<file path="src/rtl/dsw_map.svh">
`ifndef DSW_MAP_SVH
`define DSW_MAP_SVH

// Register byte offsets
`define DSW_CTRL_OFS      8'h00
`define DSW_STG1_TIME_OFS 8'h04
`define DSW_STG2_TIME_OFS 8'h08
`define DSW_SERVICE_OFS   8'h0C
`define DSW_STATUS_OFS    8'h10
`define DSW_COUNT_OFS     8'h14

// Control fields
`define DSW_CTRL_EN_BIT   0
`define DSW_CTRL_ACT1_LSB 4
`define DSW_CTRL_ACT2_LSB 8
`define DSW_ACT_W         4

// Service key written to the service register
`define DSW_SERVICE_KEY   32'h0000_5A5A

// Action codes
`define DSW_ACT_OFF       4'h0
`define DSW_ACT_RESET     4'h1
`define DSW_ACT_DELAY     4'h5
`define DSW_ACT_LINE      4'h8
`define DSW_ACT_LINE_RST  4'h9
`define DSW_ACT_DLY_LINE  4'hD

// Reset values
`define DSW_CTRL_RST      32'h0000_0000
`define DSW_TIME_RST      32'h0000_FFFF

// Module reset pulse length in clock cycles, less one
`define DSW_RST_PULSE_CYC 8'h10

`endif

</file>
<file path="src/rtl/dsw_pkg.sv">
package dsw_pkg;

    typedef enum logic [1:0] {
        DSW_IDLE,
        DSW_STAGE1,
        DSW_STAGE2,
        DSW_DONE
    } dsw_state_t;

    typedef struct packed {
        logic [31:0] data;
        logic        strobe;
        logic        reset_cmd;
        logic        line_cmd;
    } dsw_evt_t;

endpackage

</file>
<file path="src/rtl/dsw_evt_if.sv">
`timescale 1ns/1ps
interface dsw_evt_if;
    import dsw_pkg::*;
    logic       expire;
    logic [3:0] action;
    logic       line_q;
    logic       rst_q;
    modport sequencer (output expire, output action, input line_q,
                       input rst_q);
    modport actor (input expire, input action, output line_q,
                   output rst_q);
endinterface

</file>
<file path="src/rtl/dsw_action.sv">
`timescale 1ns/1ps
`include "dsw_map.svh"
module dsw_action
    import dsw_pkg::*;
(
    input  wire logic clk_i,
    input  wire logic reset_i,
    dsw_evt_if.actor  evt
);
    typedef struct packed {
        logic       line;
        logic       rst;
        logic [7:0] rst_cnt;
    } dsw_act_st_t;

    dsw_act_st_t st;
    dsw_act_st_t next_st;

    always_comb begin
        next_st = st;
        if (st.rst_cnt != 8'h00) begin
            next_st.rst_cnt = st.rst_cnt - 8'h01;
        end else begin
            next_st.rst = 1'b0;
        end
        if (evt.expire) begin
            case (evt.action)
                // module reset
                `DSW_ACT_RESET: begin
                    next_st.rst     = 1'b1;
                    next_st.rst_cnt = `DSW_RST_PULSE_CYC;
                end
                // line only
                `DSW_ACT_LINE,
                `DSW_ACT_DLY_LINE: begin
                    next_st.line = 1'b1;
                end
                // line and reset
                `DSW_ACT_LINE_RST: begin
                    next_st.line    = 1'b1;
                    next_st.rst     = 1'b1;
                    next_st.rst_cnt = `DSW_RST_PULSE_CYC;
                end
                default: begin
                end
            endcase
        end
    end

    // line cleared only by reset
    always_ff @(posedge clk_i) begin
        if (reset_i) begin
            st <= '0;
        end else begin
            st <= next_st;
        end
    end

    assign evt.line_q = st.line;
    assign evt.rst_q  = st.rst;
endmodule

</file>
<file path="src/rtl/dsw_top.sv">
// Overview of operation
// Two timeout stages, each with its own action code.
// Stage two starts timing when stage one expires unserviced.
// Action 0000b disables a stage; it is skipped without action.
// Action 0001b issues a full module reset on expiry.
// Delay 0101b only valid in stage one; expiry just moves on.
// Delay lengthens time before first service, e.g. during boot.
// 1000b line only, 1001b line plus reset, 1101b delay plus line.
// Timeout line asserts when a line-driving stage expires unserviced.
// Either stage may drive the timeout line through its action.
// Only reset deasserts the timeout line.
// Host services more often than the active stage timeout.
// Service in either stage reloads stage one and returns there.
// Each stage has a programmable time loaded on entry.
//
// The implementer's own choices: the placing of the registers and the AHB-Lite slave port.
`timescale 1ns/1ps
`include "dsw_map.svh"
module dsw_top
    import dsw_pkg::*;
(
    input  wire logic        clk_i,
    input  wire logic        reset_i,
    input  wire logic        hsel,
    input  wire logic [31:0] haddr,
    input  wire logic [1:0]  htrans,
    input  wire logic        hwrite,
    input  wire logic [2:0]  hsize,
    input  wire logic [31:0] hwdata,
    input  wire logic        hready,
    output logic      [31:0] hrdata,
    output logic             hreadyout,
    output logic             hresp,
    output logic             timeout_line_o,
    output logic             module_reset_o
);
    typedef struct packed {
        logic              a_wr;
        logic              a_rd;
        logic [7:0]        a_ofs;
        logic [31:0]       rdata;
        logic              en;
        logic [3:0]        act1;
        logic [3:0]        act2;
        logic [31:0]       time1;
        logic [31:0]       time2;
        logic [31:0]       cnt;
        dsw_state_t        state;
        logic              expire;
        logic [3:0]        exp_act;
        logic              serviced;
    } dsw_st_t;

    dsw_st_t st;
    dsw_st_t next_st;

    dsw_evt_if evt ();

    dsw_action u_action (
        .clk_i   (clk_i),
        .reset_i (reset_i),
        .evt     (evt)
    );

    assign evt.expire = st.expire;
    assign evt.action = st.exp_act;

    // Delay codes are refused for stage two and stored as off
    function automatic logic [3:0] stage_act(input logic [3:0] code,
                                             input logic       first);
        logic [3:0] r;
        r = `DSW_ACT_OFF;
        case (code)
            `DSW_ACT_RESET,
            `DSW_ACT_LINE,
            `DSW_ACT_LINE_RST: r = code;
            `DSW_ACT_DELAY,
            `DSW_ACT_DLY_LINE: r = first ? code : `DSW_ACT_OFF;
            default:           r = `DSW_ACT_OFF;
        endcase
        return r;
    endfunction

    // Stage enabled when its action is not 0000b
    function automatic logic act_on(input logic [3:0] code);
        return code != `DSW_ACT_OFF;
    endfunction

    // Time zero would never reach the expiry count; clamp to one cycle
    function automatic logic [31:0] load_val(input logic [31:0] t);
        return (t == 32'h0000_0000) ? 32'h0000_0001 : t;
    endfunction

    logic bus_go;
    assign bus_go = hsel && hready && htrans[1];

    always_comb begin
        next_st          = st;
        next_st.expire   = 1'b0;
        next_st.serviced = 1'b0;
        next_st.a_wr     = bus_go && hwrite;
        next_st.a_rd     = bus_go && !hwrite;
        if (bus_go) begin
            next_st.a_ofs = haddr[7:0];
        end

        if (st.a_wr) begin
            case (st.a_ofs)
                `DSW_CTRL_OFS: begin
                    next_st.en   = hwdata[`DSW_CTRL_EN_BIT];
                    // independent stage actions
                    // delay refused in stage two
                    next_st.act1 = stage_act(
                        hwdata[`DSW_CTRL_ACT1_LSB +: `DSW_ACT_W], 1'b1);
                    next_st.act2 = stage_act(
                        hwdata[`DSW_CTRL_ACT2_LSB +: `DSW_ACT_W], 1'b0);
                end
                `DSW_STG1_TIME_OFS: next_st.time1 = hwdata;
                `DSW_STG2_TIME_OFS: next_st.time2 = hwdata;
                `DSW_SERVICE_OFS: begin
                    next_st.serviced = (hwdata == `DSW_SERVICE_KEY);
                end
                default: begin
                end
            endcase
        end

        next_st.rdata = 32'h0000_0000;
        if (bus_go && !hwrite) begin
            case (haddr[7:0])
                `DSW_CTRL_OFS: begin
                    next_st.rdata[`DSW_CTRL_EN_BIT] = st.en;
                    next_st.rdata[`DSW_CTRL_ACT1_LSB +: `DSW_ACT_W] =
                        st.act1;
                    next_st.rdata[`DSW_CTRL_ACT2_LSB +: `DSW_ACT_W] =
                        st.act2;
                end
                `DSW_STG1_TIME_OFS: next_st.rdata = st.time1;
                `DSW_STG2_TIME_OFS: next_st.rdata = st.time2;
                `DSW_STATUS_OFS: begin
                    next_st.rdata[1:0] = st.state;
                    next_st.rdata[4]   = evt.line_q;
                end
                `DSW_COUNT_OFS: next_st.rdata = st.cnt;
                default: begin
                end
            endcase
        end

        if (st.cnt != 32'h0000_0000) begin
            next_st.cnt = st.cnt - 32'h0000_0001;
        end

        case (st.state)
            DSW_IDLE: begin
                if (st.en) begin
                    // stage time loaded on entry
                    next_st.state = DSW_STAGE1;
                    next_st.cnt   = load_val(st.time1);
                end
            end
            DSW_STAGE1, DSW_STAGE2: begin
                if (!st.en) begin
                    next_st.state = DSW_IDLE;
                    next_st.cnt   = 32'h0000_0000;
                end else if (st.serviced) begin
                    // service reloads stage one
                    next_st.state = DSW_STAGE1;
                    next_st.cnt   = load_val(st.time1);
                end else if (st.state == DSW_STAGE1 &&
                             !act_on(st.act1)) begin
                    // disabled stage skipped
                    next_st.state = DSW_STAGE2;
                    next_st.cnt   = load_val(st.time2);
                end else if (st.state == DSW_STAGE2 &&
                             !act_on(st.act2)) begin
                    // disabled stage skipped
                    next_st.state = DSW_DONE;
                end else if (st.cnt == 32'h0000_0001) begin
                    // hand stage action to the actor
                    next_st.expire  = 1'b1;
                    next_st.exp_act = (st.state == DSW_STAGE1) ?
                                      st.act1 : st.act2;
                    if (st.state == DSW_STAGE1) begin
                        // stage two follows expiry
                        next_st.state = DSW_STAGE2;
                        next_st.cnt   = load_val(st.time2);
                    end else begin
                        next_st.state = DSW_DONE;
                    end
                end
            end
            DSW_DONE: begin
                // Waits for service or disable; actions fire once
                if (!st.en) begin
                    next_st.state = DSW_IDLE;
                end else if (st.serviced) begin
                    // service restarts the sequence
                    next_st.state = DSW_STAGE1;
                    next_st.cnt   = load_val(st.time1);
                end
            end
            default: next_st.state = DSW_IDLE;
        endcase
    end

    always_ff @(posedge clk_i) begin
        if (reset_i) begin
            st       <= '0;
            st.state <= DSW_IDLE;
            st.time1 <= `DSW_TIME_RST;
            st.time2 <= `DSW_TIME_RST;
        end else begin
            st <= next_st;
        end
    end

    assign hrdata         = st.rdata;
    assign hreadyout      = 1'b1;
    assign hresp          = 1'b0;
    // line from actor register
    assign timeout_line_o = evt.line_q;
    assign module_reset_o = evt.rst_q;
endmodule

</file>
<file path="config.mk">
export PLATFORM = sky130hd
export DESIGN_NAME = dsw_top
export DESIGN_NICKNAME = d
export VERILOG_FILES = /design/src/rtl/dsw_pkg.sv /design/src/rtl/dsw_evt_if.sv /design/src/rtl/dsw_action.sv /design/src/rtl/dsw_top.sv
export VERILOG_INCLUDE_DIRS = /design/src /design/src/rtl
export SDC_FILE = /design/constraint.sdc
export NUM_CORES = 1
export LEC_CHECK = 0
export BUFFER_PORTS_ARGS = -buffer_cell sky130_fd_sc_hd__buf_2
export CORE_MARGIN = 1.5
export CORE_UTILIZATION = 43
export CTS_BUF_LIST = sky130_fd_sc_hd__clkbuf_4
export DETAILED_ROUTE_END_ITERATION = 6
export PLACE_DENSITY_LB_ADDON = 0.1
export SLEW_MARGIN = 20
export SYNTH_ARGS = -nofsm -noshare
export SYNTH_HDL_FRONTEND = slang
export SYNTH_SLANG_ARGS = --single-unit
</file>
<file path="constraint.sdc">
create_clock -name clk_i -period 4.65 [get_ports clk_i]
set_input_delay 0.465 -clock clk_i [delete_from_list [all_inputs] [get_ports clk_i]]
set_output_delay 0.465 -clock clk_i [all_outputs]
set_load 0.02 [all_outputs]
</file>
==> results of run 1 <==
worst register-to-register path, stage by stage, from the launching register on:
cell	delay, ns
dfxtp_1	0.37
inv_1	0.14
ha_1	0.39
or4bb_1	0.42
a21oi_1	0.28
nand4_4	0.30
a211oi_4	0.70
a221o_1	0.28
nand2_1	0.07
a221oi_2	0.25
per-stage QoR:
stage / cells / hold WS, ns / utilization
3_3_place_gp: 1349 / 0.4460 / 0.4585
2_1_floorplan: 1088 / 0.4360 / -
6_report: 1383 / 0.06183 / 0.4766
4_1_cts: 1381 / 0.03685 / 0.4760
3_5_place_dp: 1349 / 0.4476 / 0.4585
5_1_grt: 1383 / 0.05134 / 0.4766
sequential cells by signal, indices dropped and copies added (netlist names):
name,count
evt.action,4
u_action.evt.rst_q,1
u_action.evt.line_q,1
u_action.st,8
st,117
evt.expire,1
hrdata,32
cell type report:
| type | instances | share of cell area |
|---|---|---|
| Sequential cell | 164 | 0.3540 |
| Clock buffer | 17 | 0.01376 |
| Timing Repair Buffer | 99 | 0.05882 |
| Clock inverter | 15 | 0.02293 |
| Tap cell | 265 | 0.03575 |
| Multi-Input combinational cell | 804 | 0.5074 |
| Antenna cell | 2 | 0.0005396 |
| Inverter | 17 | 0.006880 |
cells by family after synthesis:
family,share of synthesized area
buffers and inverters,0.07015
xor gates and xnor gates,0.03069
muxes,0.01169
AOI/OAI and AO/OA,0.2157
other,0.0008773
and+or+nand+nor,0.2727
adders and majority gates,0.01462
DFF,0.3835
layer usage:
| metal | GRT usage | wire length (um) | up-vias |
|---|---|---|---|
| met3 | 0.06788 | 3018 | 54 |
| met5 | 0 | 0 | - |
| met2 | 0.4125 | 12190 | 424 |
| met1 | 0.4104 | 13190 | 3978 |
| li1 | - | - | 3953 |
| met4 | 0.09398 | 625 | 0 |
power breakdown:
group | switching (mW) | leakage (nW) | total (mW) | internal, mW
Combinational | 0.919 | 1.90 | 1.64 | 0.724
Sequential | 0.243 | 1.33 | 1.82 | 1.57
Clock | 0.598 | 0.176 | 0.998 | 0.401
Total | 1.76 | 3.41 | 4.46 | 2.70
worst paths after layout:
check                           startpoint   endpoint  slack [ns]  depth (start not counted)
worst max-delay path                 st[7]     st[34]        1.39                          9
worst min-delay path                hwrite  hrdata[1]        0.06                          2
worst max register to register       st[7]     st[34]        1.39                          9
worst min register to register     st[151]    st[151]        0.47                          2
synth_stat cells (5+ instances only):
cell / n
a221o_1: 9
nand3b_1: 6
a211oi_1: 14
nand4_1: 13
nand2b_1: 14
nor2_1: 71
clkbuf_1: 58
dfxtp_1: 164
buf_2: 6
nand2_1: 216
o221a_2: 5
inv_1: 16
a22oi_1: 14
o21a_1: 5
a31oi_1: 16
a222oi_1: 18
ha_1: 10
and2_1: 8
nor4_1: 31
nor2b_1: 12
mux2i_1: 10
nand3_1: 51
nand4b_1: 5
nor4b_1: 5
o21ai_0: 30
and3_1: 8
xnor2_1: 18
o221ai_1: 7
a221oi_1: 6
xor2_1: 12
buf_4: 34
nor3_1: 16
a21oi_1: 108
==> reports/metrics.cfg, run 1 <==
[timing]
slew_headroom = 0.2571
tns_ns = 0
timing.final.crit_share = 0.7007
min_period_ns = 3.258
rsz0062_at_grt = no
max_freq_ghz = 0.3069
finalSetupViolCount = 0
fin_ws_ns = 1.392
clock_skew_ns = 0.02748
tightest_slew_ns = 1.114
slew_violations = 0
final-hold-violation-count = 0

[global_routing]
grt_usage = 0.2844
grt_pass1_vias = 7482
grt_pass1_wl_um = 44260
grt_overflow_total = 0
grt_max_degree = 47
antenna_found_initial = 1

[floorplan]
rows = 51
initial_core_util = 0.4399
die_y_um = 144.1
core_um2 = 19460
die_w_um = 144.1
dieArea_um2 = 20760
ios = 110

[clock_tree]
hold_buffers = 0
htreeDepth = 4
cts_buffers = 17
cts_tree = done
ctsLongestPathBuffers = 2
insertion_delay_ns = 0.60
cts_sinks = 164
cts_resized = 0
clkSlewWorstSetupHoldPaths_ns = 0.16
cts_root_buffer = clkbuf_4
cts_setup_buffers = 0

[routing]
wire_per_inst_um = 20.99
viasPerCell = 6.080
dr.pass1.iters = 7
antenna_left = 0
drc = 0
wl_um = 29030
drtIter0Drc = 978
vias = 8409

[synth]
yosysWarnings = 0
avgSynthCellArea_um2 = 7.868
synth_edf_count = 0
syn_nets = 1172
seq_area_frac_synth = 0.3835
netlist_instances = 1088
yosysTopAreaCell = dfxtp_1
synth_flop_cell = dfxtp_1
synth-seq-cells = 164
synth_top_area_frac = 0.3835
syn_area_um2 = 8561
synth.distinct_cells = 77
yosys-top-cells-area = dfxtp_1 38%, nand2_1 9.5%, a21oi_1 6.3%
async_reset_ff_frac = 0

[worst_setup_path]
worst-path-buf-inv = 1
worstPathCellList = inv_1 > ha_1 > or4bb_1 > a21oi_1 > nand4_4 > a211oi_4 > a221o_1 > nand2_1 > a221oi_2
slowest_delay_ns = 0.69
cp_data_required_time_ns = 5.17
critPathTopFamily = compound AO/OA/AOI/OAI gates
crit_type = reg -> reg
worstPathArrival_ns = 3.78
start_kind = flip-flop
crit_path_end_kind = flip-flop
cp_max_fo = 15
critPathSlowestCell = a211oi_4

[place]
hpwl_um = 20450
place_congestion = 0.9684
place_area_um2 = 8924
pre_cts_ws_ns = 1.470
port_buffers = 79

[final_layout]
final.fill_count = 1984
multi_input_area_um2 = 4706
drive_gt1_frac = 0.1416
final_cell_mix = 216 x nand2_1, 164 x dfxtp_1, 108 x a21oi_1, 79 x buf_2, 69 x nor2_1
seqCellArea_um2 = 3283
final_common_cell = nand2_1
fin_nets = 1187
final_area_um2 = 9275
syn_to_final_growth_pct = 8.346

[status]
outcome = finished clean

[power_and_ir_drop]
powerDensity_nw_per_um2 = 480.7
p_leak_nw = 3.406
worst_ir_drop_vdd_v = 0.0002061
p_total_mw = 4.459

[worst_hold_path]
min_path_type = in -> reg

[flow_run]
drv_cap = 0

Note: power is estimated with default switching activity, not from simulation.
==> run 2, diff against run 1 <==
==> constraint.sdc (replaced) <==
create_clock -name clk_i -period 3.1 [get_ports clk_i]
set_input_delay 0.31 -clock clk_i [delete_from_list [all_inputs] [get_ports clk_i]]
set_output_delay 0.31 -clock clk_i [all_outputs]
set_load 0.02 [all_outputs]
==> reports/metrics.cfg, run 2 (synthesis results as in run 1) <==
[timing]
finalSetupViolCount = 0
rsz0062_at_grt = no
clock_skew_ns = 0.02225
tightest_slew_ns = 0.7856
final-hold-violation-count = 0
max_freq_ghz = 0.3503
slew_violations = 0
tns_ns = 0
timing.final.crit_share = 0.9209
finalHoldWorstSlack_ns = 0.01077
min_period_ns = 2.855
slew_headroom = 0.4752

[final_layout]
regMostFlops = st
largest_register_ffs = 117
final_common_cell = nand2_1
syn_to_final_growth_pct = 15.51
final_cell_mix = 216 x nand2_1, 164 x dfxtp_1, 108 x a21oi_1, 79 x buf_2, 69 x nor2_1
drive_gt1_frac = 0.1597
fin_nets = 1261

[clock_tree]
cts_setup_buffers = 0
cts_buffers = 17
cts_tree = done
cts_resized = 0
hold_buffers = 38
insertion_delay_ns = 0.61
ctsLongestPathBuffers = 2
clkSlewWorstSetupHoldPaths_ns = 0.15
cts_sinks = 164
cts_root_buffer = clkbuf_4
htreeDepth = 4

[global_routing]
grt_pass1_wl_um = 45830
grt_overflow_total = 0
antenna_found_initial = 1
grt_util_met1 = 0.4255
grt-busiest-layer = met2
grt_max_degree = 48
grt_pass1_vias = 7838
grt_usage = 0.2942
grt_use_met2 = 0.4286
globalRouteMet3Util = 0.06457

[routing]
vias = 8633
drtIter0Drc = 920
drc = 11
dr.pass1.iters = 7
viasPerCell = 5.929
antenna_left = 0
wire_per_inst_um = 20.54
wl_um = 29910

[place]
port_buffers = 79
place_congestion = 0.9318
hpwl_um = 21180

[flow_run]
drv_cap = 0

[worst_setup_path]
worstPathArrival_ns = 3.36
r2r_slack_ns = 0.25
crit_path_end_kind = flip-flop
r2r-end = st[29]
cp_max_fo = 10
r2r_start = st[9]
crit_type = reg -> reg
start_kind = flip-flop
cp_data_required_time_ns = 3.60
reg2reg_depth = 10

[floorplan]
die_w_um = 144.1
dieArea_um2 = 20760
rows = 51
core_um2 = 19460
initial_core_util = 0.4399
die_y_um = 144.1
ios = 110

[power_and_ir_drop]
p_total_mw = 6.795
worst_ir_drop_vdd_v = 0.0003453
powerDensity_nw_per_um2 = 687.1
p_leak_nw = 3.746

[status]
failed_checks = DRC
outcome = finished, violations left

[worst_hold_path]
min_to = st[148]
min_path_type = in -> reg
holdPathStages = 3
hold_start = haddr[3]

==> run 2: cell types whose count changed in the layout (fill, tap and decap cells not counted), moves of 2 or more <==
cell           previous run  this run
dlygate4sd3_1             0        38
buf_4                    20        56
clkinv_1                  1         3
clkinvlp_4                2         0
==> run 2: worst max path at each step <==
| stage | from | to | slack, ns |
|---|---|---|---|
| floorplan | st[7] | st[11] | 0.53 |
| global placement | st[9] | st[29] | 0.34 |
| detailed placement | st[9] | st[39] | 0.30 |
| CTS | st[9] | st[29] | 0.28 |
| global route | st[9] | st[29] | 0.09 |
| finish | st[9] | st[29] | 0.25 |
==> run 2: power by group <==
| part | total, mW | internal [mW] | leakage (nW) | switching, mW |
|---|---|---|---|---|
| sequential | 2.69 | 2.36 | 1.33 | 0.326 |
| clock | 1.47 | 0.589 | 0.176 | 0.877 |
| combinational | 2.64 | 1.20 | 2.24 | 1.44 |
| total | 6.79 | 4.16 | 3.75 | 2.64 |
==> run 2: layout make-up <==
class                      instances  area, um^2
multi-input combinational        804        4690
clock inverter                    15       193.9
inverter                          17       63.81
sequential                       164        3283
tap                              265       331.6
antenna                            1       2.502
clock buffer                      17       127.6
timing repair buffer             173        1196
fill                            1940        9574
==> run 2: stage by stage <==
step           cell area, um^2  setup WS [ns]  utilization  instances
6_report                  9888         0.2453       0.5081       1456
5_1_grt                   9888        0.08881       0.5081       1456
4_1_cts                   9886         0.2841       0.5079       1455
3_5_place_dp              9184         0.3029       0.4719       1385
3_3_place_gp              9184         0.3423       0.4719       1385
2_1_floorplan             8561         0.5292            -       1088
==> run 2: layer usage <==
metal	vias up	routed length [um]
met3	63	2993
li1	4081	-
met1	4075	13680
met5	-	0
met4	0	726
met2	414	12510
==> run 2: worst max-delay path, cell delays in order (launching register included) <==
cell and delay, ns:
dfxtp_1 0.36, inv_1 0.12, ha_1 0.23, or4bb_1 0.49, a21oi_1 0.27, nand4_4 0.22, buf_4 0.24, nand2_1 0.23
nor3_1 0.10, nor2b_1 0.14, or3_1 0.33
